===== src/design/xdcr_pkg.sv =====
// package for the crosstalk / de-alias configuration bank: offsets, fields, resets, states
// assumes a single 40 MHz system clock and an i2c host on the serial pins
// ==========================================================================
// Function
// - in-phase crosstalk field, sixteen bits, reset zero
// - quadrature crosstalk field, sixteen bits, reset zero
// - external sensor calibration temperature, upper twelve bits
// - on-chip sensor calibration temperature, lower twelve bits
// - dual phase output needs both enables set
// - flag tells which frequency phase belongs
// - second frequency select, resets to six fifths
// - beta scale six bits over sixteen, reset zero
// - alpha scale six bits, resets to unity
// - de-alias enable bit zero, resets clear
package xdcr_pkg;

	// ==========================================================================
	// register offsets
	localparam logic [7:0]  ADDR_XTALK_INPHASE   = 8'h3D;
	localparam logic [7:0]  ADDR_XTALK_QUAD      = 8'h3E;
	localparam logic [7:0]  ADDR_CAL_TEMPS       = 8'h3F;
	localparam logic [7:0]  ADDR_DEALIAS_CFG     = 8'h40;
	// arbitrary value, not tied to any real part
	localparam logic [6:0]  DEV_ADDR_DEFAULT     = 7'h2A;

	// ==========================================================================
	// field positions
	localparam int          XTALK_W              = 16;
	localparam int          TEMP_W               = 12;
	localparam int          EXT_TEMP_LSB         = 12;
	localparam int          ONCHIP_TEMP_LSB      = 0;
	localparam int          CFG_DUAL_BIT         = 22;
	localparam int          CFG_SEL_BIT          = 21;
	localparam int          CFG_BETA_LSB         = 15;
	localparam int          CFG_ALPHA_LSB        = 9;
	localparam int          CFG_RSVD_LSB         = 1;
	localparam int          CFG_EN_BIT           = 0;
	localparam int          SCALE_W              = 6;

	// ==========================================================================
	// reset values
	localparam logic [15:0] XTALK_RST            = 16'h0000;
	localparam logic [11:0] TEMP_RST             = 12'h000;
	localparam logic [23:0] DEALIAS_CFG_RST      = 24'h2021E0;
	localparam logic [5:0]  ALPHA_RST            = 6'h10;
	localparam logic [5:0]  BETA_RST             = 6'h00;
	localparam logic [7:0]  CFG_RSVD_RST         = 8'hF0;

	// ==========================================================================
	// modulation frequency codes
	typedef enum logic [1:0] {
		XDCR_FREQ_BASE      = 2'h0,
		XDCR_FREQ_SIX_SEVEN = 2'h1,
		XDCR_FREQ_SIX_FIVE  = 2'h2
	} xdcr_freq_t;

	// serial slave states, gray along addr -> ack -> regaddr -> write
	typedef enum logic [2:0] {
		XDCR_ST_IDLE    = 3'h0,
		XDCR_ST_DEVADDR = 3'h1,
		XDCR_ST_ACK     = 3'h3,
		XDCR_ST_REGADDR = 3'h2,
		XDCR_ST_WRITE   = 3'h6,
		XDCR_ST_READ    = 3'h7,
		XDCR_ST_RACK    = 3'h5,
		XDCR_ST_IGNORE  = 3'h4
	} xdcr_state_t;

	typedef enum logic [1:0] {
		XDCR_ACK_DEV  = 2'h0,
		XDCR_ACK_REG  = 2'h1,
		XDCR_ACK_DATA = 2'h2
	} xdcr_ack_t;

endpackage : xdcr_pkg


===== src/design/xdcr_freq_seq.sv =====
// modulation frequency sequencer for dual-frequency phase reporting
// assumes frame_done_in is a one-cycle pulse from the depth engine on clk_sys_in
`timescale 1ns/1ps
module xdcr_freq_seq (
	input  wire logic       clk_sys_in,
	input  wire logic       reset_n_in,
	input  wire logic       frame_done_in,
	input  wire logic       dealias_en_in,
	input  wire logic       dual_en_in,
	input  wire logic       second_sel_in,
	output logic            flag_out,
	output logic [1:0]      freq_code_out
);

	logic       dual_active;
	logic       flag_reg;
	logic       flag_next;
	logic [1:0] code_reg;
	logic [1:0] code_next;

	// ==========================================================================
	// frame alternation
	// dual needs both
	assign dual_active = dealias_en_in & dual_en_in;

	always_comb
	begin
		flag_next = flag_reg;
		if (!dual_active)
			flag_next = 1'b0;
		else if (frame_done_in)
			flag_next = ~flag_reg;
		if (flag_next)
			code_next = second_sel_in ? xdcr_pkg::XDCR_FREQ_SIX_FIVE
			                          : xdcr_pkg::XDCR_FREQ_SIX_SEVEN;
		else
			code_next = xdcr_pkg::XDCR_FREQ_BASE;
	end

	always_ff @(posedge clk_sys_in or negedge reset_n_in)
	begin
		if (!reset_n_in)
		begin
			flag_reg <= 1'b0;
			code_reg <= xdcr_pkg::XDCR_FREQ_BASE;
		end
		else
		begin
			flag_reg <= flag_next;
			code_reg <= code_next;
		end
	end

	assign flag_out      = flag_reg;
	assign freq_code_out = code_reg;
endmodule : xdcr_freq_seq


===== src/design/xdcr_regs.sv =====
// crosstalk and de-alias configuration bank behind an i2c slave
// assumes open-drain scl/sda resolved outside; sda_oe_out high pulls sda low
`timescale 1ns/1ps
module xdcr_regs #(
	parameter logic [6:0] DEV_ADDR = xdcr_pkg::DEV_ADDR_DEFAULT
) (
	input  wire logic        clk_sys_in,
	input  wire logic        reset_n_in,
	input  wire logic        scl_in,
	input  wire logic        sda_in,
	output logic             sda_out,
	output logic             sda_oe_out,
	input  wire logic        frame_done_in,
	output logic [15:0]      internal_crosstalk_inphase_out,
	output logic [15:0]      internal_crosstalk_quadrature_out,
	output logic [11:0]      ext_sensor_cal_temp_ch2_low_out,
	output logic [11:0]      onchip_sensor_cal_temp_ch2_low_out,
	output logic             dealias_measure_enable_out,
	output logic             dual_frequency_phase_enable_out,
	output logic             second_frequency_select_out,
	output logic [5:0]       dealias_internal_beta_out,
	output logic [5:0]       dealias_internal_alpha_out,
	output logic             current_frequency_flag_out,
	output logic [1:0]       current_frequency_flag_code_out
);

	// ==========================================================================
	// storage
	logic [15:0]             inphase_reg;
	logic [15:0]             quad_reg;
	logic [11:0]             ext_temp_reg;
	logic [11:0]             onchip_temp_reg;
	logic [23:0]             dcfg_reg;

	// ==========================================================================
	// serial slave state
	logic [1:0]              scl_sync_reg;
	logic [1:0]              sda_sync_reg;
	logic                    scl_d_reg;
	logic                    sda_d_reg;
	logic                    scl_rise;
	logic                    scl_fall;
	logic                    start_det;
	logic                    stop_det;
	xdcr_pkg::xdcr_state_t   state_reg;
	xdcr_pkg::xdcr_ack_t     ack_kind_reg;
	logic [2:0]              bitcnt_reg;
	logic [7:0]              shift_reg;
	logic [7:0]              rx_byte;
	logic [1:0]              byte_idx_reg;
	logic [7:0]              reg_addr_reg;
	logic                    rw_reg;
	logic                    ack_drive_reg;
	logic                    mack_reg;
	logic [23:0]             wdata_acc_reg;
	logic [23:0]             rdata_reg;
	logic                    sda_oe_reg;
	logic                    wr_commit_reg;
	logic [7:0]              wr_addr_reg;
	logic [23:0]             wr_data_reg;
	logic [23:0]             rd_word;
	logic [23:0]             rd_next_word;
	logic [7:0]              rd_next_byte;
	logic [7:0]              cur_byte;
	logic                    seen_reg;

	// ==========================================================================
	// helpers
	function automatic logic [23:0] read_word(input logic [7:0] addr);
		logic [23:0] w;
		w = 24'h000000;
		case (addr)
			xdcr_pkg::ADDR_XTALK_INPHASE: w = {8'h00, inphase_reg};
			xdcr_pkg::ADDR_XTALK_QUAD:    w = {8'h00, quad_reg};
			xdcr_pkg::ADDR_CAL_TEMPS:     w = {ext_temp_reg, onchip_temp_reg};
			xdcr_pkg::ADDR_DEALIAS_CFG:   w = dcfg_reg;
			default:                      w = 24'h000000;
		endcase
		return w;
	endfunction : read_word

	function automatic logic [7:0] byte_of(input logic [23:0] w, input logic [1:0] idx);
		logic [7:0] b;
		b = 8'h00;
		case (idx)
			2'h0:    b = w[7:0];
			2'h1:    b = w[15:8];
			default: b = w[23:16];
		endcase
		return b;
	endfunction : byte_of

	// ==========================================================================
	// pin synchronisers and line events
	always_ff @(posedge clk_sys_in or negedge reset_n_in)
	begin
		if (!reset_n_in)
		begin
			scl_sync_reg <= 2'h3;
			sda_sync_reg <= 2'h3;
			scl_d_reg    <= 1'b1;
			sda_d_reg    <= 1'b1;
		end
		else
		begin
			scl_sync_reg <= {scl_sync_reg[0], scl_in};
			sda_sync_reg <= {sda_sync_reg[0], sda_in};
			scl_d_reg    <= scl_sync_reg[1];
			sda_d_reg    <= sda_sync_reg[1];
		end
	end

	assign scl_rise  = scl_sync_reg[1] & ~scl_d_reg;
	assign scl_fall  = ~scl_sync_reg[1] & scl_d_reg;
	assign start_det = scl_sync_reg[1] & scl_d_reg & sda_d_reg & ~sda_sync_reg[1];
	assign stop_det  = scl_sync_reg[1] & scl_d_reg & ~sda_d_reg & sda_sync_reg[1];
	assign rx_byte   = {shift_reg[6:0], sda_sync_reg[1]};

	always_comb
	begin
		rd_word      = read_word(reg_addr_reg);
		rd_next_word = read_word(reg_addr_reg + 8'h01);
		rd_next_byte = (byte_idx_reg == 2'h2) ? rd_next_word[7:0]
		                                      : byte_of(rdata_reg, byte_idx_reg + 2'h1);
		// byte on the wire; a bit of a call result cannot be selected directly
		cur_byte     = byte_of(rdata_reg, byte_idx_reg);
	end

	// ==========================================================================
	// serial protocol engine
	// words travel low byte first, each byte msb first; address auto-increments
	always_ff @(posedge clk_sys_in or negedge reset_n_in)
	begin
		if (!reset_n_in)
		begin
			state_reg     <= xdcr_pkg::XDCR_ST_IDLE;
			ack_kind_reg  <= xdcr_pkg::XDCR_ACK_DEV;
			bitcnt_reg    <= 3'h0;
			shift_reg     <= 8'h00;
			byte_idx_reg  <= 2'h0;
			reg_addr_reg  <= 8'h00;
			rw_reg        <= 1'b0;
			ack_drive_reg <= 1'b0;
			mack_reg      <= 1'b0;
			wdata_acc_reg <= 24'h000000;
			rdata_reg     <= 24'h000000;
			sda_oe_reg    <= 1'b0;
			wr_commit_reg <= 1'b0;
			wr_addr_reg   <= 8'h00;
			wr_data_reg   <= 24'h000000;
		end
		else
		begin
			wr_commit_reg <= 1'b0;
			if (start_det)
			begin
				state_reg     <= xdcr_pkg::XDCR_ST_DEVADDR;
				bitcnt_reg    <= 3'h0;
				sda_oe_reg    <= 1'b0;
				ack_drive_reg <= 1'b0;
				mack_reg      <= 1'b0;
			end
			else if (stop_det)
			begin
				state_reg  <= xdcr_pkg::XDCR_ST_IDLE;
				sda_oe_reg <= 1'b0;
			end
			else
			begin
				case (state_reg)
					xdcr_pkg::XDCR_ST_DEVADDR, xdcr_pkg::XDCR_ST_REGADDR,
					xdcr_pkg::XDCR_ST_WRITE:
					begin
						if (scl_rise)
						begin
							shift_reg  <= rx_byte;
							bitcnt_reg <= bitcnt_reg + 3'h1;
							if (bitcnt_reg == 3'h7)
							begin
								state_reg <= xdcr_pkg::XDCR_ST_ACK;
								if (state_reg == xdcr_pkg::XDCR_ST_DEVADDR)
								begin
									ack_kind_reg <= xdcr_pkg::XDCR_ACK_DEV;
									rw_reg       <= rx_byte[0];
									// foreign address: stay off the line until the next start
									if (rx_byte[7:1] != DEV_ADDR)
										state_reg <= xdcr_pkg::XDCR_ST_IGNORE;
								end
								else if (state_reg == xdcr_pkg::XDCR_ST_REGADDR)
								begin
									ack_kind_reg <= xdcr_pkg::XDCR_ACK_REG;
									reg_addr_reg <= rx_byte;
									byte_idx_reg <= 2'h0;
								end
								else
								begin
									ack_kind_reg <= xdcr_pkg::XDCR_ACK_DATA;
									case (byte_idx_reg)
										2'h0:    wdata_acc_reg[7:0]  <= rx_byte;
										default: wdata_acc_reg[15:8] <= rx_byte;
									endcase
									if (byte_idx_reg == 2'h2)
									begin
										// a partial word is never committed
										wr_commit_reg <= 1'b1;
										wr_addr_reg   <= reg_addr_reg;
										wr_data_reg   <= {rx_byte, wdata_acc_reg[15:0]};
										reg_addr_reg  <= reg_addr_reg + 8'h01;
										byte_idx_reg  <= 2'h0;
									end
									else
										byte_idx_reg <= byte_idx_reg + 2'h1;
								end
							end
						end
					end
					xdcr_pkg::XDCR_ST_ACK:
					begin
						if (scl_fall)
						begin
							if (!ack_drive_reg)
							begin
								ack_drive_reg <= 1'b1;
								sda_oe_reg    <= 1'b1;
							end
							else
							begin
								ack_drive_reg <= 1'b0;
								bitcnt_reg    <= 3'h0;
								sda_oe_reg    <= 1'b0;
								if (ack_kind_reg == xdcr_pkg::XDCR_ACK_DEV && rw_reg)
								begin
									state_reg    <= xdcr_pkg::XDCR_ST_READ;
									rdata_reg    <= rd_word;
									byte_idx_reg <= 2'h0;
									sda_oe_reg   <= ~rd_word[7];
								end
								else if (ack_kind_reg == xdcr_pkg::XDCR_ACK_DEV)
									state_reg <= xdcr_pkg::XDCR_ST_REGADDR;
								else
									state_reg <= xdcr_pkg::XDCR_ST_WRITE;
							end
						end
					end
					xdcr_pkg::XDCR_ST_READ:
					begin
						if (scl_rise)
						begin
							bitcnt_reg <= bitcnt_reg + 3'h1;
							if (bitcnt_reg == 3'h7)
							begin
								state_reg <= xdcr_pkg::XDCR_ST_RACK;
								mack_reg  <= 1'b0;
							end
						end
						else if (scl_fall)
							sda_oe_reg <= ~cur_byte[3'h7 - bitcnt_reg];
					end
					xdcr_pkg::XDCR_ST_RACK:
					begin
						if (scl_rise)
						begin
							if (sda_sync_reg[1])
								state_reg <= xdcr_pkg::XDCR_ST_IGNORE;
							else
								mack_reg <= 1'b1;
						end
						else if (scl_fall)
						begin
							if (mack_reg)
							begin
								state_reg  <= xdcr_pkg::XDCR_ST_READ;
								mack_reg   <= 1'b0;
								bitcnt_reg <= 3'h0;
								sda_oe_reg <= ~rd_next_byte[7];
								if (byte_idx_reg == 2'h2)
								begin
									byte_idx_reg <= 2'h0;
									reg_addr_reg <= reg_addr_reg + 8'h01;
									rdata_reg    <= rd_next_word;
								end
								else
									byte_idx_reg <= byte_idx_reg + 2'h1;
							end
							else
								sda_oe_reg <= 1'b0;
						end
					end
					default:
						sda_oe_reg <= 1'b0;
				endcase
			end
		end
	end

	assign sda_out    = 1'b0;
	assign sda_oe_out = sda_oe_reg;

	// ==========================================================================
	// register file
	always_ff @(posedge clk_sys_in or negedge reset_n_in)
	begin
		if (!reset_n_in)
		begin
			inphase_reg     <= xdcr_pkg::XTALK_RST;
			quad_reg        <= xdcr_pkg::XTALK_RST;
			ext_temp_reg    <= xdcr_pkg::TEMP_RST;
			onchip_temp_reg <= xdcr_pkg::TEMP_RST;
			dcfg_reg        <= xdcr_pkg::DEALIAS_CFG_RST;
		end
		else if (wr_commit_reg)
		begin
			case (wr_addr_reg)
				xdcr_pkg::ADDR_XTALK_INPHASE: inphase_reg <= wr_data_reg[15:0];
				xdcr_pkg::ADDR_XTALK_QUAD:    quad_reg <= wr_data_reg[15:0];
				xdcr_pkg::ADDR_CAL_TEMPS:
				begin
					ext_temp_reg    <= wr_data_reg[23:12];
					onchip_temp_reg <= wr_data_reg[11:0];
				end
				xdcr_pkg::ADDR_DEALIAS_CFG:   dcfg_reg <= wr_data_reg;
				default:                      dcfg_reg <= dcfg_reg;
			endcase
		end
	end

	// ==========================================================================
	// outputs to the depth engine
	assign internal_crosstalk_inphase_out     = inphase_reg;
	assign internal_crosstalk_quadrature_out  = quad_reg;
	assign ext_sensor_cal_temp_ch2_low_out    = ext_temp_reg;
	assign onchip_sensor_cal_temp_ch2_low_out = onchip_temp_reg;
	assign dealias_measure_enable_out         = dcfg_reg[xdcr_pkg::CFG_EN_BIT];
	assign dual_frequency_phase_enable_out    = dcfg_reg[xdcr_pkg::CFG_DUAL_BIT];
	assign second_frequency_select_out        = dcfg_reg[xdcr_pkg::CFG_SEL_BIT];
	// beta scale, lsb is one sixteenth
	assign dealias_internal_beta_out  = dcfg_reg[xdcr_pkg::CFG_BETA_LSB +: xdcr_pkg::SCALE_W];
	assign dealias_internal_alpha_out = dcfg_reg[xdcr_pkg::CFG_ALPHA_LSB +: xdcr_pkg::SCALE_W];

	xdcr_freq_seq u_freq_seq (
		.clk_sys_in    (clk_sys_in),
		.reset_n_in    (reset_n_in),
		.frame_done_in (frame_done_in),
		.dealias_en_in (dcfg_reg[xdcr_pkg::CFG_EN_BIT]),
		.dual_en_in    (dcfg_reg[xdcr_pkg::CFG_DUAL_BIT]),
		.second_sel_in (dcfg_reg[xdcr_pkg::CFG_SEL_BIT]),
		.flag_out      (current_frequency_flag_out),
		.freq_code_out (current_frequency_flag_code_out)
	);

	// ==========================================================================
	// checks
	always_ff @(posedge clk_sys_in or negedge reset_n_in)
	begin
		if (!reset_n_in)
			seen_reg <= 1'b0;
		else
			seen_reg <= 1'b1;
	end
endmodule : xdcr_regs


===== config.mk =====
export PLATFORM = sky130hd
export DESIGN_NAME = xdcr_regs
export DESIGN_NICKNAME = d
export VERILOG_FILES = /design/src/design/xdcr_pkg.sv /design/src/design/xdcr_freq_seq.sv /design/src/design/xdcr_regs.sv
export SDC_FILE = /design/constraint.sdc
export NUM_CORES = 1
export LEC_CHECK = 0
export ABC_AREA = 1
export BUFFER_PORTS_ARGS = -buffer_cell sky130_fd_sc_hd__buf_2
export CAP_MARGIN = 40
export CORE_ASPECT_RATIO = 0.8
export CORE_UTILIZATION = 30
export DETAILED_ROUTE_END_ITERATION = 16
export PLACE_DENSITY = 0.48
export SYNTH_ARGS = -nofsm -noshare
export SYNTH_HDL_FRONTEND = slang
export SYNTH_HIERARCHICAL = 1
export SYNTH_SLANG_ARGS = --single-unit

===== constraint.sdc =====
create_clock -name clk_sys_in -period 2.02 [get_ports clk_sys_in]
set_input_delay 0.202 -clock clk_sys_in [delete_from_list [all_inputs] [get_ports clk_sys_in]]
set_output_delay 0.202 -clock clk_sys_in [all_outputs]
set_load 0.005 [all_outputs]

==> results.md, run 1 <==
* CTS tree: done
* Crit start category: flip-flop
* Total power per unit cell area at 1078 nW/um^2
* Max Cap Viol at 0
* GRT Residual Overflow at 0
* Routed Antenna Nets at 0
* DP Wirelength at 24170 um
* Post-Syn Area at 9818 um^2
* Post-synth top area share at 45.62%
* DR vias at 8846
* Placed Instance Area at 11330 um^2
* Initial DRC count at 579
* Depth of the most critical reg-to-reg path at 10
* Die Wd at 204.3 um
* Sequential-to-total area share from yosys stat at 48.83%
* Final Max Tran Viols at 0
* Final Util at 41.41%
* Sink Count at 191
* Terminus of the critical flop-to-flop path: wr_data_reg[2]
* Synthesized area per cell at 8.251 um^2
* Placed cell count at 1725
* Fraction of layout instances using a drive strength above 1 at 32.48%
* First-pass DRT Iterations at 5
* Largest net degree at the start of global routing at 50
* Total Die Area at 33460 um^2
* Final hold violation count at 0
* Die Y-Extent at 163.8 um
* Crit path from: scl_sync_reg[1]
* Reg-to-reg slack, setup at -0.07 ns
* Layout filler cell count at 3239
* Critical path class: reg2reg
* Critical Path AT at 2.41 ns
* Vias per cell at 4.942
* Initial Util at 30.89%
* FMAX at 479.4 MHz
* Post-synth top flop: dfrtp_1
* First-pass GRT wire length at 50830 um
* I/O Pins at 81
* Yosys top cell by area: dfrtp_1
* Relative slew slack at 64.56%
* Max H-tree Level at 4
* RSZ-0062 raised after global routing: true
* Setup violators final at 22
* Buffer levels on the longest clock path at 2
* Outcome: finished, violations left
* Total GRT Usage at 20.14%
* Fin area at 13160 um^2
* Total power at 0.01419 W
* Unique cell type count in the Yosys netlist at 46
* Req. time, crit path at 2.34 ns
* Initial antenna violation count at 0
* P&R area growth vs syn at 34.08%
* Num CTS Buffers at 17
* Reg2reg start: scl_sync_reg[1]
* Worst Hold Class: in2reg
* Port bufs at 79
* Flops & latches, synth at 191
* Antenna diode count at 0
* Async SR Flop Fraction at 100.0%
* Synth top area cells: dfrtp_1, nand2_1, o21ai_0
* GPL Wtd Cong at 0.8726
* Mapped Cells at 1190
* Vias in the first global route at 8456
* Non-filler instance count after layout at 1790
* Failing checks: setup timing
* Synthesized Nets at 1210
* Clock skew at 0.01275 ns
* Synth warn at 6
* Setup crit end: wr_data_reg[2]
* Post-synth top cells: nand2_1, dfrtp_1, o21ai_0
* Static leakage at 5.980 nW
* Tcrit/Tclk final at 103.3%
* Later-pin clock latency in the skew report at 0.45 ns
* # DRC at 0
* Area of the multi-input gates at 4738 um^2
* Maximum vdd drop at 0.5365 mV
* Minimum clock period after layout at 2.086 ns
* Sequential Area at 4802 um^2
* DRT Wirelength at 33880 um
* Cell with the most instances after synthesis: nand2_1
* Clock slew at reported path FFs at 0.08 ns
* Core area at 31790 um^2
* Worst slew pin tran at 0.5316 ns
* Root Buffer: clkbuf_16
* CP Capture Type: flip-flop
* Final WS setup at -0.06610 ns
* Fin Hold WS at 0.06770 ns
* Cell Rows at 58
* Average wire per standard cell at 18.93 um
* Nets at 1377
* Number of synthesized flops with an enable pin at 0
* Critical path fanouts, max at 8
area by class of cell:
class	count	share of cell area, %
Clock buffer	22	3.678
Clock inverter	10	1.017
Inverter	159	4.904
Multi-Input combinational cell	780	35.99
Sequential cell	191	36.48
Tap cell	420	3.992
Timing Repair Buffer	207	13.81
Timing Repair inverter	1	0.1236
cells in the final DEF (no fill, tap or decap), drive strengths merged, types with 5 or more instances in the layout:
master,netlist,routed
a21oi,40,40
buf,33,199
clkbuf,28,27
clkinv,2,9
dfrtp,179,179
dfstp,12,12
ha,15,15
inv,157,156
mux2,16,16
nand2,266,267
nand3,34,34
nand4,11,11
nor2,108,108
nor3,11,11
nor4,6,6
o211ai,5,5
o21ai,196,196
o22ai,48,48
critical path, cell delays in order (launching register included):
cell	delay, ns
dfstp_2	0.57
ha_2	0.20
nand2_1	0.09
nor2_4	0.12
nor2_4	0.06
buf_4	0.14
inv_4	0.09
nor3_4	0.05
nand3_4	0.15
buf_12	0.18
mux2_4	0.30
stage by stage:
step                       TNS, ns  setup slack, ns
final                      -0.8172         -0.06610
after floorplan                  0         0.006719
after global routing        -5.727          -0.1490
after global placement      -6.757          -0.2567
after CTS                 -0.04807         -0.01699
after detailed placement    -4.344          -0.1732
metal layers:
layer,share of wire [%],GRT usage [%],wire (um)
met4,1.0,4.681,349
met3,4.6,3.135,1544
met2,44,29.66,14940
met5,0,0,0
met1,50,30.57,17050
timing repair:
| action | in CTS | in global routing |
|---|---|---|
| gates cloned | 2 | 6 |
| endpoints found under the hold margin | 42 | 0 |
| resized for setup | 22 | 231 |
| buffers inserted | 5 | 17 |
| hold buffers | 3 | 0 |
| endpoints found under the setup margin | 57 | 66 |
| pin swaps | 7 | 64 |
how the worst min path moves through the flow:
stage             startpoint                                  to  slack [ns]  cells after the start
6_report       frame_done_in                 u_freq_seq/flag_out        0.07                      4
5_1_grt        frame_done_in         u_freq_seq/freq_code_out[1]        0.07                      4
4_1_cts        frame_done_in                 u_freq_seq/flag_out        0.05                      4
3_5_place_dp      reset_n_in  internal_crosstalk_inphase_out[12]        0.20                      1
3_3_place_gp      reset_n_in  internal_crosstalk_inphase_out[12]        0.20                      1
2_1_floorplan     reset_n_in                       ack_drive_reg       -0.09                      0
power by group:
part | internal (W) | switching, W | leakage (nW)
clock network | 0.00208 | 0.00153 | 0.302
logic | 0.00238 | 0.00339 | 3.13
registers | 0.00432 | 0.000488 | 2.55
total | 0.00877 | 0.00541 | 5.98
cell families (layout without fill, tap and decap cells):
| kind of cell | after synthesis | after routing | share of synthesized area (%) |
|---|---|---|---|
| adders and majority gates | 15 | 15 | 1.912 |
| buffers and inverters | 220 | 399 | 9.685 |
| other | 1 | 1 | 0.03819 |
| AOI/OAI and AO/OA | 309 | 309 | 17.29 |
| muxes | 16 | 16 | 2.447 |
| DFF | 191 | 191 | 48.83 |
| and+or+nand+nor | 438 | 439 | 19.79 |
Note: power is estimated with default switching activity, not from simulation.
==> inputs of run 2 (changes only) <==
Settings changed: BUFFER_PORTS_ARGS -buffer_cell sky130_fd_sc_hd__buf_2 to -buffer_cell sky130_fd_sc_hd__buf_4.
==> run 2 against run 1 <==
Effect of this change: the run still ends with setup timing left; via count down 1.0%; clock skew down 0.0032 ns; die area stayed put; clock-buffer cell count decreased by 3; setup slack improved by 0.030 ns; register-to-register slack gained 0.03 ns; flip-flop and latch count stayed put; total power down 3.1%; critical path type unchanged; hold slack gained 0.00099 ns; largest cell class unchanged; maximum frequency grew 1.4%; non-clock buffer count down 19; final cell count down 1.1%.
==> results.md, run 2 (same netlist as run 1, synthesis figures left out) <==
* Fin area at 13030 um^2 (-1.0%)
* NetSw at 0.005252 W (-3.0%)
* Vias in the first global route at 8374 (-0.97%)
* Total GRT Usage at 19.72% (-0.42 points)
* Total power per unit cell area at 1056 nW/um^2 (-2.1%)
* Static leakage at 5.779 nW (-3.4%)
* Core area at 31790 um^2 (unchanged)
* Buffer levels on the longest clock path at 2 (unchanged)
* Setup violators final at 20 (-9.1%)
* DR vias at 8756 (-1.0%)
* Final hold violation count at 0 (unchanged)
* Critical Path AT at 2.38 ns (-0.03 ns)
* Internal Power at 0.008500 W (-3.1%)
* Later-pin clock latency in the skew report at 0.44 ns (about the same)
* Max H-tree Level at 4 (unchanged)
* Average wire per standard cell at 18.56 um (-2.0%)
* Placed Instance Area at 11370 um^2 (+0.35%)
* Die Wd at 204.3 um (unchanged)
* Clock slew at reported path FFs at 0.07 ns (about the same)
* First-pass DRT Iterations at 5 (unchanged)
* Failing checks: setup timing
* Most frequent cells in the layout: nand2_1, dfrtp_1, buf_4, inv_1, o21ai_0
* Num CTS Buffers at 17 (unchanged)
* Clock skew at 0.009559 ns (-0.003196 ns)
* Tcrit/Tclk final at 101.8% (-1.5 points)
* P&R area growth vs syn at 32.69%
* Root Buffer: clkbuf_16
* Critical path fanouts, max at 8 (unchanged)
* Combinational power share at 38.2% (-2.5 points)
* Vias per cell at 4.944 (about the same)
* Initial DRC count at 614 (+6.0%)
* Outcome: finished, violations left
* Layout filler cell count at 3223 (-0.49%)
* Crit start category: flip-flop
* DP Wirelength at 23090 um (-4.5%)
* Largest net degree at the start of global routing at 49 (-2.0%)
* Final WS setup at -0.03644 ns (+0.02966 ns)
* RSZ-0062 raised after global routing: true
* Max Cap Viol at 0 (unchanged)
* Clock share of power at 26.8% (+1.4 points)
* CTS tree: done
* Relative slew slack at 59.76% (-4.8 points)
* FMAX at 486.3 MHz (+1.4%)
* Initial antenna violation count at 1 (+1)
* WHS Path Cells at 4 (unchanged)
* Worst Hold Class: in2reg
* Part of the power in registers at 35.1% (+1.2 points)
* I/O Pins at 81 (unchanged)
* Minimum clock period after layout at 2.056 ns (-0.02966 ns)
* Depth of the most critical reg-to-reg path at 10 (unchanged)
* Total power at 0.01375 W (-3.1%)
* First-pass GRT wire length at 49740 um (-2.1%)
* Sink Count at 191 (unchanged)
* Die Y-Extent at 163.8 um (unchanged)
* DRT Wirelength at 32860 um (-3.0%)
* Most common cell after layout, fill and taps aside: nand2_1
* # DRC at 0 (unchanged)
* Antenna diode count at 0 (unchanged)
* GRT Residual Overflow at 0 (unchanged)
* Routed Antenna Nets at 0 (unchanged)
* Worst slew pin tran at 0.6036 ns (+0.07207 ns)
* Port bufs at 79 (unchanged)
* Total Die Area at 33460 um^2 (unchanged)
* Req. time, crit path at 2.34 ns (about the same)
* Maximum vdd drop at 0.5347 mV (-0.33%)
* Cell Rows at 58 (unchanged)
* Fraction of layout instances using a drive strength above 1 at 29.83% (-2.7 points)
* Final Max Tran Viols at 0 (unchanged)
* Initial Util at 30.89% (unchanged)
* CP Capture Type: flip-flop
* Nets at 1358 (-1.4%)
* GPL Wtd Cong at 0.9000 (+3.1%)
* Critical path class: reg2reg
* Switching Fraction at 38.19% (about the same)
* Pre-CTS setup slack at -0.1295 ns (+0.04369 ns)
## run 2: changes by cell type in the layout (fill, tap and decap cells not counted), moves of 4 or more
cell	before	now
buf_2	78	0
buf_4	81	148
o22ai_1	35	45
o22ai_2	12	3
o21ai_1	40	48
a21oi_1	33	38
a21oi_2	7	2
o21ai_2	28	23
buf_8	7	3
inv_1	136	140
## run 2: power by group through the flow
stage | sequential, W | clock (W) | combinational [W]
final | 0.00482 | 0.00368 | 0.00525
after global routing | 0.00488 | 0.00391 | 0.00574
after CTS | 0.00480 | 0.00376 | 0.00456
after detailed placement | 0.00486 | 0 | 0.00423
after global placement | 0.00487 | 0 | 0.00425
after floorplan | 0.00466 | 0 | 0.00266
## run 2: final cells by class
class	instances	area [um^2]	share of cell area, %
timing repair inverter	1	16.27	0.1249
tap	420	525.5	4.034
clock inverter	13	185.2	1.421
timing repair buffer	188	1780	13.67
clock buffer	19	442.9	3.400
multi-input combinational	780	4648	35.68
inverter	159	630.6	4.841
sequential	191	4798	36.83
## run 2: final timing paths
path,from,endpoint,slack [ns]
min in group asynchronous,reset_n_in,ext_sensor_cal_temp_ch2_low_out[0],0.27
min reg2reg,scl_sync_reg[0],scl_sync_reg[1],0.36
max reg2reg,scl_sync_reg[1],wr_data_reg[9],-0.04
min,frame_done_in,u_freq_seq/freq_code_out[1],0.07
max in group asynchronous,reset_n_in,dcfg_reg[21],1.01
max,scl_sync_reg[1],wr_data_reg[9],-0.04
## run 2: through the flow
step	std cells	setup TNS, ns	hold WS [ns]	utilization [%]
floorplan	1190	0	-0.09359	-
global placement	1706	-2.881	0.1752	35.77
detailed placement	1706	-3.521	0.1730	35.77
CTS	1758	-0.2679	0.05723	38.72
global route	1771	-2.384	0.06095	40.99
finish	1771	-0.5152	0.06869	40.99
## run 2: per-layer routing
layer  up-vias  part of all wire, %  GRT usage (%)
met4         0                  1.2          5.224
li1       4194                    -              -
met1      4355                   52          29.68
met5         -                    0              0
met2       183                   44          29.15
met3        24                  3.4          2.917
## run 2: timing repair
action | in CTS | in global routing
cloned | 2 | 4
hold buffers | 3 | 0
gates resized for setup | 34 | 185
setup buffers | 15 | 9
endpoints found under the setup margin | 62 | 72
pin swaps | 11 | 46
hold endpoints to repair | 40 | 0
## run 2: worst max-delay path, stage by stage, from the launching register on
cell	delay [ns]
dfstp_2	0.39
buf_6	0.12
ha_4	0.16
nand2_2	0.08
nor2_4	0.05
nor2_4	0.14
inv_4	0.06
nor3_4	0.24
nand3_4	0.19
buf_12	0.21
mux2_4	0.30
